**config.mk**
```make
export PLATFORM = sky130hd
export DESIGN_NAME = pin_mux
export DESIGN_NICKNAME = d
export VERILOG_FILES = /design/src/radio_pkg.sv /design/src/sync2.sv /design/src/bit_clock_gen.sv /design/src/pin_mux.sv
export VERILOG_INCLUDE_DIRS = /design/src /design/src/src
export SDC_FILE = /design/constraint.sdc
export NUM_CORES = 1
export LEC_CHECK = 0
export ABC_AREA = 1
export BUFFER_PORTS_ARGS = -buffer_cell sky130_fd_sc_hd__buf_2
export CAP_MARGIN = 20
export CORE_MARGIN = 1.5
export CORE_UTILIZATION = 52
export CTS_BUF_LIST = sky130_fd_sc_hd__clkbuf_4 sky130_fd_sc_hd__clkbuf_8
export CTS_CLUSTER_DIAMETER = 80
export CTS_CLUSTER_SIZE = 16
export DETAILED_ROUTE_END_ITERATION = 10
export PLACE_DENSITY = 0.9
export SYNTH_ARGS = -nofsm -noshare
export SYNTH_HDL_FRONTEND = slang
export SYNTH_SLANG_ARGS = --single-unit
```
**constraint.sdc**
```tcl
create_clock -name clk_sys -period 1.7 [get_ports clk_sys]
set_clock_uncertainty 0.1 [all_clocks]
set_input_delay 0 -clock clk_sys [delete_from_list [all_inputs] [get_ports clk_sys]]
set_output_delay 0 -clock clk_sys [all_outputs]
set_load 0.01 [all_outputs]
```
**src/radio_pin_map.svh**
```systemverilog
// Register offsets, field positions, codes and reset values for the pin mapping block
`ifndef RADIO_PIN_MAP_SVH
`define RADIO_PIN_MAP_SVH
// Byte offsets on the register bus
`define OFS_SEL_A 5'h00
`define OFS_SEL_B 5'h04
`define OFS_CTRL 5'h08
`define OFS_EV_STATUS 5'h0c
`define OFS_EV_MASK 5'h10
`define OFS_PIN_STATE 5'h14
// Control field positions
`define CTL_PKT_BIT 0
`define CTL_STATE_LSB 1
`define CTL_STATE_MSB 3
`define CTL_BSYNC_BIT 4
`define CTL_WIDTH 5
// Event bit positions
`define EV_RX_DONE 0
`define EV_TX_DONE 1
`define EV_FULL 2
`define EV_MATCH 3
`define EV_WIDTH 4
// Mapping codes
`define MAP_00 2'h0
`define MAP_01 2'h1
`define MAP_10 2'h2
`define MAP_11 2'h3
// Reset values
`define SEL_A_RST 8'h00
`define SEL_B_RST 4'h0
`define CTRL_RST 5'h00
`define MASK_RST 4'h0
// Fixed queue capacity in bytes, shown in the pin state register
`define QUEUE_BYTES 7'h40
`define QUEUE_LSB 8
`endif

```
**src/radio_pkg.sv**
```systemverilog
// Types shared by the pin mapping block
package radio_pkg;
  typedef enum logic [2:0] {
    ST_SLEEP = 3'h0,
    ST_STANDBY = 3'h1,
    ST_FS_TX = 3'h2,
    ST_TX = 3'h3,
    ST_FS_RX = 3'h4,
    ST_RX = 3'h5
  } chip_state_t;
  typedef struct packed {
    logic rx_message_complete;
    logic tx_frame_done;
    logic check_sum_pass;
    logic queue_threshold_hit;
    logic queue_drained;
    logic queue_saturated;
    logic pattern_match;
    logic transmit_armed;
    logic receive_armed;
    logic state_settled;
    logic ref_clock_output;
    logic synth_locked;
    logic thermal_shift;
    logic supply_low;
    logic lead_in_seen;
    logic rssi_hit;
    logic timeout_hit;
  } radio_status_t;
endpackage

```
**src/sync2.sv**
```systemverilog
// Two-flop synchroniser for pin inputs
`timescale 1ns/1ps
module sync2 #(
  parameter int WIDTH = 1
) (
  // Clock and reset
  input wire logic clk_sys,
  input wire logic rst_n,
  // Data
  input wire logic [WIDTH-1:0] d,
  output logic [WIDTH-1:0] q
);
  logic [WIDTH-1:0] meta_r;
  // First stage feeds only the second stage
  always_ff @(posedge clk_sys or negedge rst_n) begin
    if (!rst_n) begin
      meta_r <= '0;
      q <= '0;
    end else begin
      meta_r <= d;
      q <= meta_r;
    end
  end
endmodule // sync2

```
**src/bit_clock_gen.sv**
```systemverilog
// Divider that makes the serial bit clock and marks its edges
`timescale 1ns/1ps
module bit_clock_gen #(
  parameter int HALF_CYC = 4
) (
  // Clock and reset
  input wire logic clk_sys,
  input wire logic rst_n,
  // Control
  input wire logic run,
  // Bit clock and edge pulses
  output logic bit_clk,
  output logic rise,
  output logic fall
);
  localparam int CW = $clog2(HALF_CYC + 1);
  logic [CW-1:0] cnt_r;
  logic flip;
  assign flip = run && (cnt_r == CW'(HALF_CYC - 1));
  // Edge pulses line up with the edge where bit_clk changes
  assign rise = flip && !bit_clk;
  assign fall = flip && bit_clk;
  // Stopped clock parks low so the first edge out is a rising one
  always_ff @(posedge clk_sys or negedge rst_n) begin
    if (!rst_n) begin
      cnt_r <= '0;
      bit_clk <= 1'b0;
    end else if (!run) begin
      cnt_r <= '0;
      bit_clk <= 1'b0;
    end else if (flip) begin
      cnt_r <= '0;
      bit_clk <= !bit_clk;
    end else begin
      cnt_r <= cnt_r + CW'(1);
    end
  end
endmodule // bit_clock_gen

```
**src/pin_mux.sv**
```systemverilog
// Source selection for six general pins and the continuous serial data path
// Operation
// - Six pins pick a source by a two-bit code from two select registers, per data mode; pin two ignores its code in continuous mode.
// - In continuous rx/tx pin two carries data; code 00 puts bit clock on pin one, match/armed on pin zero.
// - In packet mode pin zero shows message complete or frame done (00) or checksum pass (01); pin one shows queue flags.
// - Continuous mode exchanges NRZ data on the two-way data pin with queue and packet handler off.
// - Continuous transmit drives a bit clock and captures the host bit on each rising edge.
// - Continuous receive without bit sync puts raw demodulator data on the pin and no clock.
// - Continuous receive with bit sync gives clean data and clock, data updated on the falling edge.
// - Packet mode puts no modem data on pins; data goes through the queue over the serial port.
// - Packet mode runs the packet handler for preamble, sync, check sum, coding and address filter.
// - Queue access by the host is allowed in sleep and standby too.
// - Packet mode forces bit sync on whatever the host setting.
// - Frame done asserts when the last bit of the frame has left the shift register.
// - The queue holds a fixed 64 bytes.
//
// Local design decisions: the Avalon-MM interface to the registers and the placing of the registers.
`timescale 1ns/1ps
`include "radio_pin_map.svh"
module pin_mux #(
  parameter int BIT_HALF_CYC = 4
) (
  // Clock and reset
  input wire logic clk_sys,
  input wire logic rst_n,
  // Avalon-MM slave
  input wire logic [4:0] avs_address,
  input wire logic avs_read,
  input wire logic avs_write,
  input wire logic [31:0] avs_writedata,
  input wire logic [3:0] avs_byteenable,
  output logic [31:0] avs_readdata,
  output logic avs_waitrequest,
  output logic irq,
  // Internal radio status, same clock
  input wire radio_pkg::radio_status_t radio_status,
  input wire logic demod_raw,
  // Towards modulator and packet logic
  output logic tx_bit_to_mod,
  output logic packet_handler_en,
  output logic queue_host_access_en,
  output logic bit_sync_active,
  // Pins
  output logic gp_pin_zero,
  output logic gp_pin_one_bit_clock,
  input wire logic gp_pin_two_serial_line_in,
  output logic gp_pin_two_serial_line_out,
  output logic gp_pin_two_serial_line_oe,
  output logic gp_pin_three,
  output logic gp_pin_four,
  output logic gp_pin_five
);
  ////////////////////////////////////////////////////////////////////////////
  logic [7:0] pin_source_select_a_r;
  logic [3:0] pin_source_select_b_r;
  logic [`CTL_WIDTH-1:0] ctrl_r;
  logic [`EV_WIDTH-1:0] ev_status_r;
  logic [`EV_WIDTH-1:0] ev_mask_r;
  logic [`EV_WIDTH-1:0] ev_hit;
  logic [`EV_WIDTH-1:0] ev_prev_r;
  logic ack_r;
  logic take;
  logic [31:0] rd_nxt;
  logic [31:0] readdata_r;
  radio_pkg::chip_state_t st;
  logic pkt_mode;
  logic cont_rx;
  logic cont_tx;
  logic bsync_eff;
  logic bc_run;
  logic bc_clk;
  logic bc_rise;
  logic bc_fall;
  logic data_in_sync;
  logic rx_sample_r;
  logic rx_data_r;
  logic [1:0] code [6];
  logic [5:0] pins_nxt;
  logic [5:0] pins_r;
  logic oe_nxt;
  logic oe_r;
  logic sleep_st;
  logic rx_st;
  logic tx_st;
  logic fs_st;

  ////////////////////////////////////////////////////////////////////////////
  // Mode decode
  assign st = radio_pkg::chip_state_t'(ctrl_r[`CTL_STATE_MSB:`CTL_STATE_LSB]);
  assign pkt_mode = ctrl_r[`CTL_PKT_BIT];
  assign sleep_st = (st == radio_pkg::ST_SLEEP);
  assign rx_st = (st == radio_pkg::ST_RX);
  assign tx_st = (st == radio_pkg::ST_TX);
  assign fs_st = (st == radio_pkg::ST_FS_RX) || (st == radio_pkg::ST_FS_TX);
  assign cont_rx = !pkt_mode && rx_st;
  assign cont_tx = !pkt_mode && tx_st;
  assign bsync_eff = pkt_mode || ctrl_r[`CTL_BSYNC_BIT];
  assign bit_sync_active = bsync_eff;
  assign packet_handler_en = pkt_mode;
  // Queue is reachable in every chip state once packet mode is chosen
  assign queue_host_access_en = pkt_mode;
  // Clock runs for transmit, and for receive only when bit sync cleans data
  assign bc_run = cont_tx || (cont_rx && bsync_eff);

  ////////////////////////////////////////////////////////////////////////////
  // Pin inputs and bit clock
  sync2 #(.WIDTH(1)) u_data_sync (
    .clk_sys(clk_sys),
    .rst_n(rst_n),
    .d(gp_pin_two_serial_line_in),
    .q(data_in_sync)
  );
  bit_clock_gen #(.HALF_CYC(BIT_HALF_CYC)) u_bit_clk (
    .clk_sys(clk_sys),
    .rst_n(rst_n),
    .run(bc_run),
    .bit_clk(bc_clk),
    .rise(bc_rise),
    .fall(bc_fall)
  );

  // Host bit captured at the rising bit clock; sync delay assumes slow bit rates
  always_ff @(posedge clk_sys or negedge rst_n) begin
    if (!rst_n) begin
      tx_bit_to_mod <= 1'b0;
    end else if (cont_tx && bc_rise) begin
      tx_bit_to_mod <= data_in_sync;
    end
  end

  // Demodulator sampled on rise, shown on fall so the host samples mid-bit
  always_ff @(posedge clk_sys or negedge rst_n) begin
    if (!rst_n) begin
      rx_sample_r <= 1'b0;
      rx_data_r <= 1'b0;
    end else begin
      if (bc_rise) begin
        rx_sample_r <= demod_raw;
      end
      if (cont_rx && bc_fall) begin
        rx_data_r <= rx_sample_r;
      end
    end
  end

  ////////////////////////////////////////////////////////////////////////////
  // Source selection per pin
  assign code[0] = pin_source_select_a_r[1:0];
  assign code[1] = pin_source_select_a_r[3:2];
  assign code[2] = pin_source_select_a_r[5:4];
  assign code[3] = pin_source_select_a_r[7:6];
  assign code[4] = pin_source_select_b_r[1:0];
  assign code[5] = pin_source_select_b_r[3:2];

  // Every path starts low, so unmapped codes drive a quiet zero
  always_comb begin
    pins_nxt = 6'h00;
    oe_nxt = 1'b1;
    if (!pkt_mode) begin
      // Continuous mode
      case (code[0])
        `MAP_00: pins_nxt[0] = rx_st ? radio_status.pattern_match :
          (tx_st && radio_status.transmit_armed);
        `MAP_01: pins_nxt[0] = rx_st && (radio_status.rssi_hit || radio_status.lead_in_seen);
        `MAP_10: pins_nxt[0] = rx_st ? radio_status.receive_armed :
          (tx_st && radio_status.transmit_armed);
        default: pins_nxt[0] = 1'b0;
      endcase
      case (code[1])
        `MAP_00: pins_nxt[1] = bc_clk;
        `MAP_01: pins_nxt[1] = rx_st && (radio_status.rssi_hit || radio_status.lead_in_seen);
        default: pins_nxt[1] = 1'b0;
      endcase
      // Data for every code; host owns the line during transmit
      if (cont_tx) begin
        oe_nxt = 1'b0;
      end else if (cont_rx) begin
        pins_nxt[2] = bsync_eff ? rx_data_r : demod_raw;
      end
      case (code[3])
        `MAP_00: pins_nxt[3] = rx_st && radio_status.timeout_hit;
        `MAP_01: pins_nxt[3] = rx_st && (radio_status.rssi_hit || radio_status.lead_in_seen);
        `MAP_11: pins_nxt[3] = !sleep_st && (radio_status.thermal_shift || radio_status.supply_low);
        default: pins_nxt[3] = 1'b0;
      endcase
      case (code[4])
        `MAP_00: pins_nxt[4] = (fs_st || rx_st || tx_st) &&
          (radio_status.thermal_shift || radio_status.supply_low);
        `MAP_01: pins_nxt[4] = (fs_st || rx_st || tx_st) && radio_status.synth_locked;
        `MAP_10: pins_nxt[4] = (fs_st || rx_st) && radio_status.timeout_hit;
        default: pins_nxt[4] = !sleep_st && radio_status.state_settled;
      endcase
      case (code[5])
        `MAP_00: pins_nxt[5] = radio_status.ref_clock_output;
        `MAP_01: pins_nxt[5] = (fs_st || rx_st || tx_st) && radio_status.synth_locked;
        `MAP_10: pins_nxt[5] = rx_st && (radio_status.rssi_hit || radio_status.lead_in_seen);
        default: pins_nxt[5] = !sleep_st && radio_status.state_settled;
      endcase
    end else begin
      // Packet mode: flags only, modem data never reaches a pin
      case (code[0])
        `MAP_00: pins_nxt[0] = rx_st ? radio_status.rx_message_complete :
          (tx_st && radio_status.tx_frame_done);
        `MAP_01: pins_nxt[0] = rx_st && radio_status.check_sum_pass;
        `MAP_11: pins_nxt[0] = !sleep_st && (radio_status.thermal_shift || radio_status.supply_low);
        default: pins_nxt[0] = 1'b0;
      endcase
      case (code[1])
        `MAP_00: pins_nxt[1] = radio_status.queue_threshold_hit;
        `MAP_01: pins_nxt[1] = radio_status.queue_drained;
        `MAP_10: pins_nxt[1] = radio_status.queue_saturated;
        default: pins_nxt[1] = 1'b0;
      endcase
      case (code[2])
        `MAP_00: pins_nxt[2] = radio_status.queue_saturated;
        `MAP_01: pins_nxt[2] = rx_st && radio_status.receive_armed;
        `MAP_10: pins_nxt[2] = rx_st ? radio_status.timeout_hit : radio_status.queue_saturated;
        default: pins_nxt[2] = rx_st ? radio_status.pattern_match : radio_status.queue_saturated;
      endcase
      case (code[3])
        `MAP_01: pins_nxt[3] = tx_st && radio_status.transmit_armed;
        default: pins_nxt[3] = radio_status.queue_drained;
      endcase
      case (code[4])
        `MAP_00: pins_nxt[4] = !sleep_st && (radio_status.thermal_shift || radio_status.supply_low);
        `MAP_01: pins_nxt[4] = (fs_st || rx_st || tx_st) && radio_status.synth_locked;
        `MAP_10: pins_nxt[4] = rx_st && radio_status.timeout_hit;
        default: pins_nxt[4] = rx_st && (radio_status.rssi_hit || radio_status.lead_in_seen);
      endcase
      case (code[5])
        `MAP_00: pins_nxt[5] = radio_status.ref_clock_output;
        `MAP_01: pins_nxt[5] = (fs_st || rx_st || tx_st) && radio_status.synth_locked;
        `MAP_11: pins_nxt[5] = !sleep_st && radio_status.state_settled;
        default: pins_nxt[5] = 1'b0;
      endcase
    end
  end

  // Pins come from flops; one cycle of lag on every source
  always_ff @(posedge clk_sys or negedge rst_n) begin
    if (!rst_n) begin
      pins_r <= 6'h00;
      oe_r <= 1'b1;
    end else begin
      pins_r <= pins_nxt;
      oe_r <= oe_nxt;
    end
  end
  assign gp_pin_zero = pins_r[0];
  assign gp_pin_one_bit_clock = pins_r[1];
  assign gp_pin_two_serial_line_out = pins_r[2];
  assign gp_pin_two_serial_line_oe = oe_r;
  assign gp_pin_three = pins_r[3];
  assign gp_pin_four = pins_r[4];
  assign gp_pin_five = pins_r[5];

  ////////////////////////////////////////////////////////////////////////////
  // Register bus: one wait cycle, then the answer
  assign take = (avs_read || avs_write) && ack_r;
  assign avs_waitrequest = (avs_read || avs_write) && !ack_r;
  assign avs_readdata = readdata_r;

  always_comb begin
    rd_nxt = 32'h0000_0000;
    case (avs_address)
      `OFS_SEL_A: rd_nxt[7:0] = pin_source_select_a_r;
      `OFS_SEL_B: rd_nxt[3:0] = pin_source_select_b_r;
      `OFS_CTRL: rd_nxt[`CTL_WIDTH-1:0] = ctrl_r;
      `OFS_EV_STATUS: rd_nxt[`EV_WIDTH-1:0] = ev_status_r | ev_hit; // Wait-cycle event not lost
      `OFS_EV_MASK: rd_nxt[`EV_WIDTH-1:0] = ev_mask_r;
      `OFS_PIN_STATE: rd_nxt = {17'h00000, `QUEUE_BYTES, oe_r, bc_clk, pins_r};
      default: rd_nxt = 32'h0000_0000;
    endcase
  end

  // Acknowledge and read data latched in the wait cycle
  always_ff @(posedge clk_sys or negedge rst_n) begin
    if (!rst_n) begin
      ack_r <= 1'b0;
      readdata_r <= 32'h0000_0000;
    end else begin
      ack_r <= (avs_read || avs_write) && !ack_r;
      if (avs_read && !ack_r) begin
        readdata_r <= rd_nxt;
      end
    end
  end

  // Software writable configuration
  always_ff @(posedge clk_sys or negedge rst_n) begin
    if (!rst_n) begin
      pin_source_select_a_r <= `SEL_A_RST;
      pin_source_select_b_r <= `SEL_B_RST;
      ctrl_r <= `CTRL_RST;
      ev_mask_r <= `MASK_RST;
    end else if (take && avs_write && avs_byteenable[0]) begin
      case (avs_address)
        `OFS_SEL_A: pin_source_select_a_r <= avs_writedata[7:0];
        `OFS_SEL_B: pin_source_select_b_r <= avs_writedata[3:0];
        `OFS_CTRL: ctrl_r <= avs_writedata[`CTL_WIDTH-1:0];
        `OFS_EV_MASK: ev_mask_r <= avs_writedata[`EV_WIDTH-1:0];
        default: ;
      endcase
    end
  end

  ////////////////////////////////////////////////////////////////////////////
  // Events: rising edges of the main flags
  assign ev_hit = {radio_status.pattern_match, radio_status.queue_saturated,
                   radio_status.tx_frame_done, radio_status.rx_message_complete} & ~ev_prev_r;

  // Sticky status, cleared by a read; a new event in that cycle survives
  always_ff @(posedge clk_sys or negedge rst_n) begin
    if (!rst_n) begin
      ev_prev_r <= '0;
      ev_status_r <= '0;
    end else begin
      ev_prev_r <= {radio_status.pattern_match, radio_status.queue_saturated,
                    radio_status.tx_frame_done, radio_status.rx_message_complete};
      if (take && avs_read && (avs_address == `OFS_EV_STATUS)) begin
        ev_status_r <= ev_hit;
      end else begin
        ev_status_r <= ev_status_r | ev_hit;
      end
    end
  end
  assign irq = |(ev_status_r & ev_mask_r);
endmodule // pin_mux

```
# ---- After elaboration in Yosys (flattened, before gate mapping)
# Cells that the tools add are included.
dict set report totals {
  output_inout_bits 45
  regBits 78
}
dict set report classes {
  eq_ne 25
  mux 31
  reduce_logical 51
  add_sub_neg 1
  n_bitwise 4
}
# operator count
set op_table {}
lappend op_table {{case mux 1 bit (3 select lines)} 10}
lappend op_table {{logical AND 1 bit} 26}
lappend op_table {{case mux 4 bit (6 select lines)} 1}
lappend op_table {{== test 2 bit, second input constant} 8}
lappend op_table {{two-way mux 1 bit} 13}
lappend op_table {{== test 2 x 1 -> 1 bit, second input constant} 6}
lappend op_table {{zero test 2 bit} 6}
lappend op_table {{== test 5 x 4 -> 1 bit, second input constant} 2}
lappend op_table {{== test 5 bit, second input constant} 2}
lappend op_table {{== test 3 x 2 -> 1 bit, second input constant} 3}
lappend op_table {{AND 4 bit} 2}
lappend op_table {{logical OR 1 bit} 8}
lappend op_table {{AND reduction 2 bit} 4}
lappend op_table {{two-way mux 7 bit} 1}
lappend op_table {{== test 3 bit, second input constant} 2}
lappend op_table {{two-way mux 3 bit} 2}
lappend op_table {{two-way mux 6 bit} 1}
lappend op_table {{case mux 3 bit (2 select lines)} 1}
lappend op_table {{== test 5 x 3 -> 1 bit, second input constant} 1}
lappend op_table {{zero test 5 bit} 1}
lappend op_table {{zero test 1 bit} 4}
lappend op_table {{two-way mux 4 bit} 1}
lappend op_table {{NOT 4 bit} 1}
lappend op_table {{OR 4 bit} 1}
lappend op_table {{other kinds (5)} 5}

# ---- Logic depth before layout (Yosys ltp)
# Gate-level depths: netlist of run 1.
dict set report logic_depth {
  depth_word 7
  mapped_depth 10
  ltp_nobuf 9
}

# ---- By module
# A second synthesis of run 1 with hierarchy kept.
dict set report hier_totals {
  cells_unflattened 408
  area_unflattened_um2 3115.5
}
# module seq_area_each_um2 area_per_inst_um2 cells_per_inst instances
set by_module_without_submodules {}
lappend by_module_without_submodules {pin_mux 1227.4 2889.0 386 1}
lappend by_module_without_submodules {bit_clock_gen 100.1 176.4 20 1}
lappend by_module_without_submodules {sync2 50.0 50.0 2 1}

# ---- Worst setup path after synthesis of run 1
# OpenSTA, ideal clock, no wires.
dict set report synth_timing {
  kind {register to register}
  from {register ack_r}
  to {register readdata_r[4] (netlist: avs_readdata[4])}
  t_arrival_ns 1.078
  path_stages_with_launch 6
  slack_ns 0.393
  cell_sequence {dfrtp_1 nor2_1 inv_1 buf_2 a21oi_1 a31oi_1}
}
dict set report synth_between {
  elab_chain_len 2
}
# element line_no
set synth_rtl {}
lappend synth_rtl {{from (decl)} pin_mux.sv:61} ;# logic ack_r;
lappend synth_rtl {{from (signal assigned)} pin_mux.sv:282} ;# ack_r <= (avs_read || avs_write) && !ack_r;
lappend synth_rtl {{zero test 1 bit} pin_mux.sv:283} ;# if (avs_read && !ack_r) begin
lappend synth_rtl {{logical AND 1 bit} pin_mux.sv:283}
lappend synth_rtl {{to (signal assigned)} pin_mux.sv:284} ;# readdata_r <= rd_nxt;
lappend synth_rtl {{to (decl)} pin_mux.sv:64} ;# logic [31:0] readdata_r;
# Every way passes these cells.
# A chain may end at the register's enable or synchronous reset.

# ---- Worst setup path after layout of run 1
dict set report layout_timing {
  from {register ctrl_r[2]}
  to {register rx_sample_r}
}
dict set report layout_between {
  elab_chain_len 6
}
# element line_no
set layout_rtl {}
lappend layout_rtl {{from (decl)} pin_mux.sv:56} ;# logic [`CTL_WIDTH-1:0] ctrl_r;
lappend layout_rtl {{from (signal assigned)} pin_mux.sv:294} ;# ctrl_r <= `CTRL_RST;
lappend layout_rtl {{from (signal assigned)} pin_mux.sv:300} ;# `OFS_CTRL: ctrl_r <= avs_writedata[`CTL_WIDTH-1:0];
lappend layout_rtl {{== test 3 bit} pin_mux.sv:92} ;# assign rx_st = (st == radio_pkg::ST_RX);
lappend layout_rtl {{logical AND 1 bit} pin_mux.sv:95} ;# assign cont_rx = !pkt_mode && rx_st;
lappend layout_rtl {{logical AND 1 bit} pin_mux.sv:103} ;# assign bc_run = cont_tx || (cont_rx && bsync_eff);
lappend layout_rtl {{logical OR 1 bit (*)} pin_mux.sv:103}
lappend layout_rtl {{logical AND 1 bit (*)} bit_clock_gen.sv:19} ;# assign flip = run && (cnt_r == CW'(HALF_CYC - 1));
lappend layout_rtl {{logical AND 1 bit (*)} bit_clock_gen.sv:21} ;# assign rise = flip && !bit_clk;
lappend layout_rtl {{to (signal assigned)} pin_mux.sv:138} ;# rx_sample_r <= demod_raw;
lappend layout_rtl {{to (decl)} pin_mux.sv:75} ;# logic rx_sample_r;
# Mark *: on every way between the ends. The rest lies on a longest branch, timed or not.

==> parameters.txt, run 1 <==
Parameter                              Value

Drt
  Detailed Routing Iterations Pass 1    5
  Residual DRC    0
  Total Wirelength    about 7600 um
  Via-per-instance ratio    roughly 5.2
  Routed length per placed instance    13.23 um
  Final antenna-violating net count    0
  Iteration-0 DRC count of the detailed router    ~310
  Total number of vias    about 3000

Global route
  Initial antenna violation count    0
  All-layer global routing usage    0.2519
  Via count of the first global-routing pass    between 2000 and 3000
  Largest net degree at the start of global routing    56
  Global-route wire length before repair    between 10000 and 15000 um
  Overflow left after global routing    0

Finish
  Non-Filler Instances    575
  Most used cells in the layout excluding fill and tap cells    sky130_fd_sc_hd__nand2_1, sky130_fd_sc_hd__buf_2, sky130_fd_sc_hd__dfrtp_1
  Area taken by multi-input logic gates    about 0.0014 mm2
  Sequential cell area    0.001379 mm2
  Share of layout cells above drive strength 1    0.1820
  Synthesis-to-finish area growth    19.68%
  Filler Cells Inserted    ~500
  Inserted Diodes    0
  Most common cell after layout, fill and taps aside    sky130_fd_sc_hd__nand2_1
  Number of nets at the end of the flow    between 500 and 600

Pwr
  Pint    approximately 1.9 mW
  PD cells    about 730 mW/mm2
  Share of total power in combinational logic    0.188
  Leak Pwr    just under 2 nW
  Switching Power    approximately 0.82 mW
  Maximum VDD drop    between 0.3 and 0.4 mV
  Switching share of total power    0.3020
  Sequential group share of total power    0.541
  Clock share of power    0.271

Floorplan
  Overall die width    80.48 um
  Die height    80.48 um
  I/O pin count    109
  Core area    0.005851 mm2
  Initial cell density of the core    0.5336
  Area enclosed by the die boundary    approximately 0.0065 mm2
  Std-Cell Rows    28

Setup path
  Worst path buffer plus inverter count    0
  Top fanout value on the critical path    8
  Kind of cell adding the most delay to the critical path    simple AND/OR/NAND/NOR gates
  Worst EP arrival    approximately 1.7 ns
  Worst-path cell chain    nand2_1 > nor2_2 > nand2_2 > a21oi_2 > nand2_1 > nand2_1 > nand2_1
  Endpoint class of the critical path    flop
  Path length in cells of the critical path    7
  Master of the slowest instance on the critical path    sky130_fd_sc_hd__dfrtp_1
  Most Frequent Cell on Critical Path    sky130_fd_sc_hd__nand2_1
  Number of cells on the worst reg-to-reg path    7
  WP data required    approximately 1.8 ns
  Element type at the critical path start    flop
  Max incr delay on CP    just over 0.5 ns
  Critical path class    flop to flop

Clock tree
  Largest buffer count on any clock path    2
  Cell at the root of the clock tree    sky130_fd_sc_hd__clkbuf_8
  Clock latency on the worst-skew pair    approximately 0.32 ns
  CTS tree    yes
  Clock sink total    between 50 and 60
  Clock transition at the registers of the reported paths    around 0.10 ns
  Cts bufs inserted    5
  H-Tree Depth    2

STA
  Number of setup violations in the final report    0
  Max-slew violation total from the final report    0
  Sum of negative setup slack    0 ns
  Endpoints failing hold    0
  Final Cycle Share    0.9163
  Unrepaired setup endpoints after global routing    false
  Final critical delay including setup and external delays    ~1.6 ns
  FMAX    ~640 MHz

Min path
  Worst hold-check path type    input pin to flop
  Number of instances on the worst hold path    5

Yosys
  Sequential-to-total area share from yosys stat    0.4413
  Mean instance size in the synthesized netlist    7.522 um2
  Number of cells produced by synthesis    roughly 420
  Number of distinct library cells after synthesis    30
  YS warnings    0
  Netlist area before placement    between 0.003 and 0.004 mm2
  Number of register bits inferred by synthesis    55

Outcome
  Outcome    finished, final reports clean

Place
  Buffers on Ports    58
  Dpl hpwl    around 5700 um
  Global placement routability congestion    0.8856
  Placed cells    541

Run
  Reported max-cap violation count    0
## worst register-to-register path, delay by kind of cell (launching register included)
family | cells | cell delay, ns
flip-flops | 1 | 0.51
AND/OR/NAND/NOR | 6 | 0.61
AO/OA/AOI/OAI | 1 | 0.24
## state kept, by name (all words and copies together) (netlist names), 3 cells and up
| name | cells |
|---|---|
| avs_readdata | 9 |
| ev_status_r | 4 |
| pin_source_select_a_r | 8 |
| ctrl_r | 5 |
| pins_r | 6 |
| u_bit_clk.cnt_r | 3 |
| pin_source_select_b_r | 4 |
| ev_mask_r | 4 |
| ev_prev_r | 4 |
## metrics by stage
stage	worst slack [ns]	util	hold WS, ns	total power, mW	instance area [um2]
3_5_place_dp	0.1840	0.5785	-0.06800	1.948	3385
3_3_place_gp	0.2176	0.5785	-0.08332	1.933	3385
6_report	0.1422	0.6386	0.01643	2.712	3736
2_1_floorplan	0.3933	-	-0.3956	1.789	3204
5_1_grt	0.03141	0.6386	0.01989	2.843	3736
4_1_cts	0.1625	0.6384	0.001405	2.719	3735
## power by group through the flow
stage	Sequential, mW	Combinational, mW	Clock (mW)
6_report	1.47	0.510	0.736
2_1_floorplan	1.47	0.315	0
3_3_place_gp	1.48	0.449	0
4_1_cts	1.46	0.508	0.749
3_5_place_dp	1.49	0.461	0
5_1_grt	1.47	0.576	0.793
## layout make-up
class                           count  area share
Inverter                           50     0.05023
Multi-Input combinational cell    297      0.3687
Clock buffer                        6     0.02043
Timing Repair Buffer               90      0.1628
Clock inverter                      2    0.003684
Tap cell                           75     0.02512
Sequential cell                    55      0.3691
## final timing paths
path | slack (ns) | endpoint | startpoint
min in group asynchronous | 0.11 | ev_status_r[3]$_DFF_PN0_ | rst_n
worst max register to register | 0.14 | rx_sample_r$_DFFE_PN0P_ | ctrl_r[2]$_DFFE_PN0P_
worst max-delay path | 0.14 | rx_sample_r$_DFFE_PN0P_ | ctrl_r[2]$_DFFE_PN0P_
worst min register to register | 0.26 | u_data_sync.q$_DFF_PN0_ | u_data_sync.meta_r$_DFF_PN0_
worst min-delay path | 0.02 | pins_r[3]$_DFF_PN0_ | radio_status[0]
max in group asynchronous | 1.09 | gp_pin_two_serial_line_oe$_DFF_PN1_ | rst_n
## synth_stat cells (all sizes together)
cell type / instances / area [um2]
nand2: 122 / 465.5
dfrtp: 54 / 1351
inv: 49 / 183.9
nor2: 49 / 229.0
buf: 34 / 257.8
o21ai: 32 / 160.1
nand3: 28 / 145.1
nand4: 23 / 165.2
a21oi: 11 / 58.81
o211ai: 3 / 22.52
nor3: 2 / 10.01
a31oi: 1 / 6.260
clkbuf: 1 / 3.750
clkinv: 1 / 3.750
conb: 1 / 3.750
dfstp: 1 / 26.28
ha: 1 / 12.51
nand3b: 1 / 7.510
o2111ai: 1 / 8.760
## logic make-up (layout without fill, tap and decap cells)
kind of cell | Yosys count | count (layout) | share of synthesized area
AO/OA/AOI/OAI | 48 | 48 | 0.08217
adder cells (fa/ha/maj) | 1 | 1 | 0.004007
buffers and inverters | 85 | 148 | 0.1439
flip-flops | 55 | 55 | 0.4413
other | 1 | 23 | 0.001201
AND/OR/NAND/NOR | 225 | 225 | 0.3275
## metal layers
| metal | GRT usage | wire (um) |
|---|---|---|
| met5 | 0 | 0 |
| met4 | 0.08793 | 142 |
| met3 | 0.03523 | 647 |
| met2 | 0.4294 | 3693 |
| met1 | 0.3263 | 3126 |
## repair_timing
action / 4_1_cts / 5_1_grt
endpoints found under the setup margin: 0 / 2
hold buffers: 26 / 0
hold endpoints to repair: 93 / 0
setup buffers: 0 / 0
resized for setup: 0 / 1
No activity file was read; power rests on OpenSTA's default activity.
==> run 2: changes to the inputs <==
--- a/config.mk
+++ b/config.mk
@@ -9,12 +9,12 @@
 export ABC_AREA = 1
 export BUFFER_PORTS_ARGS = -buffer_cell sky130_fd_sc_hd__buf_2
 export CAP_MARGIN = 20
-export CORE_MARGIN = 1.5
 export CORE_UTILIZATION = 52
 export CTS_BUF_LIST = sky130_fd_sc_hd__clkbuf_4 sky130_fd_sc_hd__clkbuf_8
 export CTS_CLUSTER_DIAMETER = 80
 export CTS_CLUSTER_SIZE = 16
 export DETAILED_ROUTE_END_ITERATION = 10
+export GPL_TIMING_DRIVEN = 0
 export PLACE_DENSITY = 0.9
 export SYNTH_ARGS = -nofsm -noshare
 export SYNTH_HDL_FRONTEND = slang
==> parameters.txt, run 2 (synthesized netlist as in run 1, its figures left out) <==
Parameter                              Value

Clock tree
  H-Tree Depth    2
  Largest buffer count on any clock path    2
  Clock sink total    between 50 and 60
  Hold-fix buffers, CTS    27
  Cell at the root of the clock tree    sky130_fd_sc_hd__clkbuf_8
  Clock latency on the worst-skew pair    0.31 ns
  Cts bufs inserted    5
  Quantity of gates resized following cts    0
  CTS tree    yes
  Clock transition at the registers of the reported paths    around 0.11 ns
  Number of buffers added for setup after CTS    0

Place
  Placed cells    about 570
  Dpl hpwl    6070 um
  Global placement routability congestion    slightly above 0.9
  Buffers on Ports    57

STA
  Endpoints failing hold    0
  Max_slew headroom    0.5784
  Final Cycle Share    0.9346
  Sum of negative setup slack    0 ns
  Slew @ Worst Pin    0.6324 ns
  FMAX    between 600 and 700 MHz
  Unrepaired setup endpoints after global routing    false
  Final critical delay including setup and external delays    about 1.6 ns
  Max-slew violation total from the final report    0
  Number of setup violations in the final report    0

Finish
  Inserted Diodes    0
  Most common cell after layout, fill and taps aside    sky130_fd_sc_hd__nand2_1
  Synthesis-to-finish area growth    26.93%
  Final core area utilization    0.7024
  Share of layout cells above drive strength 1    0.2226
  Non-Filler Instances    about 600
  Number of nets at the end of the flow    approximately 590
  Most used cells in the layout excluding fill and tap cells    sky130_fd_sc_hd__nand2_1, sky130_fd_sc_hd__buf_2, sky130_fd_sc_hd__dfrtp_1
  Flip-flop count of the largest register, all copies and words added    9
  Filler Cells Inserted    roughly 470

Setup path
  Worst-path cell chain    clkbuf_1 > nor2_1 > inv_1 > buf_2
  Critical Path Start    ctrl_r[0]$_DFFE_PN0P_
  Element type at the critical path start    flop
  Max incr delay on CP    approximately 0.42 ns
  Top fanout value on the critical path    10
  Master of the slowest instance on the critical path    sky130_fd_sc_hd__clkbuf_1
  R2R Path Start    ack_r$_DFF_PN0_
  WP data required    ~1.6 ns
  Worst EP arrival    ~1.5 ns
  Critical path class    flop to primary output
  Worst path buffer plus inverter count    3
  Endpoint class of the critical path    primary output
  Kind of cell adding the most delay to the critical path    buffers and inverters

Global route
  Via count of the first global-routing pass    about 2900
  All-layer global routing usage    0.2752
  Global-route wire length before repair    approximately 13000 um
  Initial antenna violation count    0
  Overflow left after global routing    0
  Largest net degree at the start of global routing    29

Drt
  Detailed Routing Iterations Pass 1    5
  Iteration-0 DRC count of the detailed router    roughly 310
  Final antenna-violating net count    0
  Total Wirelength    8130 um
  Routed length per placed instance    ~14 um
  Residual DRC    0
  Via-per-instance ratio    5.105
  Total number of vias    3073

Floorplan
  I/O pin count    ~110
  Overall die width    roughly 80 um
  Area enclosed by the die boundary    approximately 0.0063 mm2
  Core area    roughly 0.0056 mm2
  Die height    around 79 um
  Std-Cell Rows    27
  Initial cell density of the core    0.5533

Pwr
  Switching Power    0.8441 mW
  Pint    approximately 1.9 mW
  Leak Pwr    2.130 nW
  PD cells    ~700 mW/mm2
  Share of total power in combinational logic    0.206
  Sequential group share of total power    0.522
  Maximum VDD drop    about 0.38 mV
  Switching share of total power    0.3031
  Clock share of power    0.271

Run
  Reported max-cap violation count    0

Min path
  Hold Path Origin    radio_status[1]
  Worst hold-check path type    input pin to flop

Outcome
  Outcome    finished, final reports clean
[run 2: changes by cell type in the layout (fill, tap and decap cells not counted), sizes merged]
cell         change
clkbuf           +1
buf             +28
clkinvlp         +1
dlygate4sd3      +1
clkinv           -2
inv              +1
[run 2: cell type report]
type	count	area, um2	area share
flip-flops and latches	55	1378	0.3476
repair buffers	85	575.6	0.1452
multi-input cells	297	1378	0.3476
clock inverters	2	16.27	0.004105
plain buffers	35	261.5	0.06599
well taps	72	90.09	0.02273
inverters	50	187.7	0.04736
clock buffers	6	76.32	0.01926
[run 2: worst min-delay path, stage by stage]
cell and delay [ns]:
sky130_fd_sc_hd__buf_2 0.10, sky130_fd_sc_hd__o21ai_1 0.08, sky130_fd_sc_hd__nand2_1 0.06, sky130_fd_sc_hd__nand4_1 0.09, sky130_fd_sc_hd__nand2_1 0.07
[run 2: metrics by stage]
step / setup slack [ns] / power [mW] / hold slack, ns / instance area (um2)
2_1_floorplan: 0.3933 / 1.789 / -0.3956 / 3204
3_3_place_gp: 0.1671 / 1.979 / 0.009599 / 3580
3_5_place_dp: 0.1734 / 1.998 / -0.04555 / 3600
4_1_cts: 0.1136 / 2.795 / 0.002065 / 3963
5_1_grt: 0.008177 / 2.936 / 0.04312 / 3963
6_report: 0.1111 / 2.785 / 0.01843 / 3963
[run 2: per-layer routing]
| metal | track usage | vias up | routed length (um) |
|---|---|---|---|
| met4 | 0.1109 | 0 | 240 |
| met5 | 0 | - | 0 |
| met2 | 0.4692 | 160 | 3939 |
| li1 | - | 1510 | - |
| met3 | 0.03771 | 30 | 568 |
| met1 | 0.3501 | 1373 | 3383 |
[run 2: power by group through the flow]
stage,registers (mW),clock network (mW),logic [mW]
after floorplan,1.47,0,0.315
after global placement,1.48,0,0.504
after detailed placement,1.48,0,0.521
after CTS,1.45,0.773,0.571
after global routing,1.46,0.828,0.644
final,1.45,0.756,0.575
[run 2: path summary, 6_finish.rpt]
path / endpoint / slack (ns) / depth (start not counted)
max reg2reg: avs_readdata[4]$_DFFE_PN0P_ / 0.19 / 5
max: bit_sync_active / 0.11 / 4
min: pins_r[3]$_DFF_PN0_ / 0.02 / 5
min in group asynchronous: ev_mask_r[0]$_DFFE_PN0P_ / 0.14 / 2
max in group asynchronous: gp_pin_two_serial_line_oe$_DFF_PN1_ / 0.73 / 3
min reg2reg: u_data_sync.q$_DFF_PN0_ / 0.26 / 0
==> run 3: changes to the inputs <==
--- a/config.mk
+++ b/config.mk
@@ -16,6 +16,7 @@
 export DETAILED_ROUTE_END_ITERATION = 10
 export GPL_TIMING_DRIVEN = 0
 export PLACE_DENSITY = 0.9
+export RECOVER_POWER = 50
 export SYNTH_ARGS = -nofsm -noshare
 export SYNTH_HDL_FRONTEND = slang
 export SYNTH_SLANG_ARGS = --single-unit
==> parameters.txt, run 3 (synthesized netlist as in run 1, its figures left out) <==
Parameter                              Value

Finish
  Most common cell after layout, fill and taps aside    sky130_fd_sc_hd__nand2_1
  Most used cells in the layout excluding fill and tap cells    sky130_fd_sc_hd__nand2_1, sky130_fd_sc_hd__dfrtp_1, sky130_fd_sc_hd__inv_1
  Number of nets at the end of the flow    between 500 and 600
  Inserted Diodes    0
  Share of layout cells above drive strength 1    0.1849
  Synthesis-to-finish area growth    25.65%
  Flip-flop count of the largest register, all copies and words added    9

Min path
  Endpoint, Worst Hold    pins_r[3]$_DFF_PN0_
  Number of instances on the worst hold path    5
  Worst hold-check path type    input pin to flop
  Hold Path Origin    radio_status[0]

Drt
  Met2 routed wirelength    approximately 4000 um
  Final antenna-violating net count    0
  Residual DRC    0
  Total Wirelength    a little over 8000 um
  Iteration-0 DRC count of the detailed router    between 200 and 300
  Routed length per placed instance    about 14 um
  Detail Route met3 WL    608 um
  Via-per-instance ratio    between 5 and 6
  Total number of vias    3082
  Met1 WL    around 3400 um
  Detailed Routing Iterations Pass 1    5
  Uppermost metal layer occupied by signal nets    met4

Place
  Buffers on Ports    57
  Post-Place Setup Slack    approximately 0.17 ns
  Dpl hpwl    approximately 6100 um
  Global placement routability congestion    between 0.9 and 1

Floorplan
  I/O pin count    roughly 110
  Overall die width    between 70 and 80 um
  Initial cell density of the core    0.5533
  Core area    between 0.005 and 0.006 mm2
  Area enclosed by the die boundary    ~0.0063 mm2
  Std-Cell Rows    27
  Die height    just under 80 um

STA
  Number of setup violations in the final report    0
  Final critical delay including setup and external delays    around 1.6 ns
  Endpoints failing hold    0
  Slew @ Worst Pin    between 0.6 and 0.7 ns
  Final Cycle Share    0.9311
  Max-slew violation total from the final report    0
  Max_slew headroom    0.5626
  Post-layout worst setup margin    roughly 0.12 ns
  FMAX    around 630 MHz
  Unrepaired setup endpoints after global routing    false
  Sum of negative setup slack    0 ns

Pwr
  Leak Pwr    between 2 and 2.5 nW
  Final total power    approximately 2.8 mW
  PD cells    roughly 710 mW/mm2
  Maximum VDD drop    roughly 0.38 mV

Global route
  Overflow left after global routing    0
  Largest net degree at the start of global routing    29
  Global-route wire length before repair    13230 um
  Via count of the first global-routing pass    2886
  Initial antenna violation count    0
  All-layer global routing usage    0.2752

Clock tree
  CTS tree    yes
  Largest buffer count on any clock path    2
  Cts bufs inserted    5
  Quantity of gates resized following cts    0
  Clock latency on the worst-skew pair    approximately 0.31 ns
  Clock transition at the registers of the reported paths    about 0.10 ns
  Cell at the root of the clock tree    sky130_fd_sc_hd__clkbuf_8
  H-Tree Depth    2
  Clock sink total    55

Run
  Reported max-cap violation count    0

Setup path
  Worst EP arrival    ~1.5 ns
  FF-to-FF End    pins_r[1]$_DFF_PN0_
  Number of cells on the worst reg-to-reg path    8
  Master of the slowest instance on the critical path    sky130_fd_sc_hd__clkbuf_1
  WP data required    between 1.5 and 2 ns
  Worst-path cell chain    clkbuf_1 > nor2_1 > inv_1 > buf_2
  Endpoint class of the critical path    primary output
  Internal reg-to-reg setup slack    roughly 0.17 ns
  Critical path class    flop to primary output
  Element type at the critical path start    flop
  Top fanout value on the critical path    10
  Max incr delay on CP    about 0.42 ns
  R2R Path Start    ctrl_r[3]$_DFFE_PN0P_

Outcome
  Outcome    finished, final reports clean
run 3: how the worst max path moves through the flow:
stage | slack (ns) | endpoint | from
after floorplan | 0.39 | avs_readdata[4]$_DFFE_PN0P_ | ack_r$_DFF_PN0_
after global placement | 0.17 | pins_r[5]$_DFF_PN0_ | ctrl_r[2]$_DFFE_PN0P_
after detailed placement | 0.17 | avs_readdata[4]$_DFFE_PN0P_ | ack_r$_DFF_PN0_
after CTS | 0.11 | bit_sync_active | ctrl_r[0]$_DFFE_PN0P_
after global routing | 0.008 | bit_sync_active | ctrl_r[0]$_DFFE_PN0P_
final | 0.12 | bit_sync_active | ctrl_r[0]$_DFFE_PN0P_
run 3: stage by stage:
| stage | cells | util | instance area [um2] | hold WS [ns] |
|---|---|---|---|---|
| after floorplan | 437 | - | 3204 | -0.3956 |
| after global placement | 566 | 0.6345 | 3580 | 0.009599 |
| after detailed placement | 567 | 0.6381 | 3600 | -0.04555 |
| after CTS | 602 | 0.7024 | 3963 | 0.002065 |
| after global routing | 602 | 0.6953 | 3923 | 0.04312 |
| final | 602 | 0.6953 | 3923 | 0.02183 |
run 3: report_power, final:
part / leakage [nW] / internal, mW / switching [mW]
Combinational: 1.30 / 0.227 / 0.336
Sequential: 0.702 / 1.39 / 0.0680
Clock: 0.0452 / 0.313 / 0.447
Total: 2.05 / 1.93 / 0.851
run 3: cell type report:
type,instances,area (um2)
Fill cell,490,1719
Sequential cell,55,1378
Multi-Input combinational cell,297,1378
Timing Repair Buffer,85,535.5
Buffer,35,261.5
Inverter,50,187.7
Tap cell,72,90.09
Clock buffer,6,76.32
Clock inverter,2,16.27
run 3: routing by layer:
layer	track usage	up-vias
li1	-	1508
met1	0.3501	1391
met2	0.4692	162
met3	0.03771	21
met4	0.1109	0
met5	0	-
run 3: critical path, delay by kind of cell, from the launching register on:
kind,cells,cell delay (ns)
buffers and inverters,3,0.65
flip-flops,1,0.41
AND/OR/NAND/NOR,1,0.12
run 3: what timing repair did:
| action | in CTS | in global routing |
|---|---|---|
| endpoints found under the setup margin | 0 | 0 |
| hold buffers | 27 | 0 |
| endpoints found under the hold margin | 69 | 0 |
| buffers inserted | 0 | 0 |
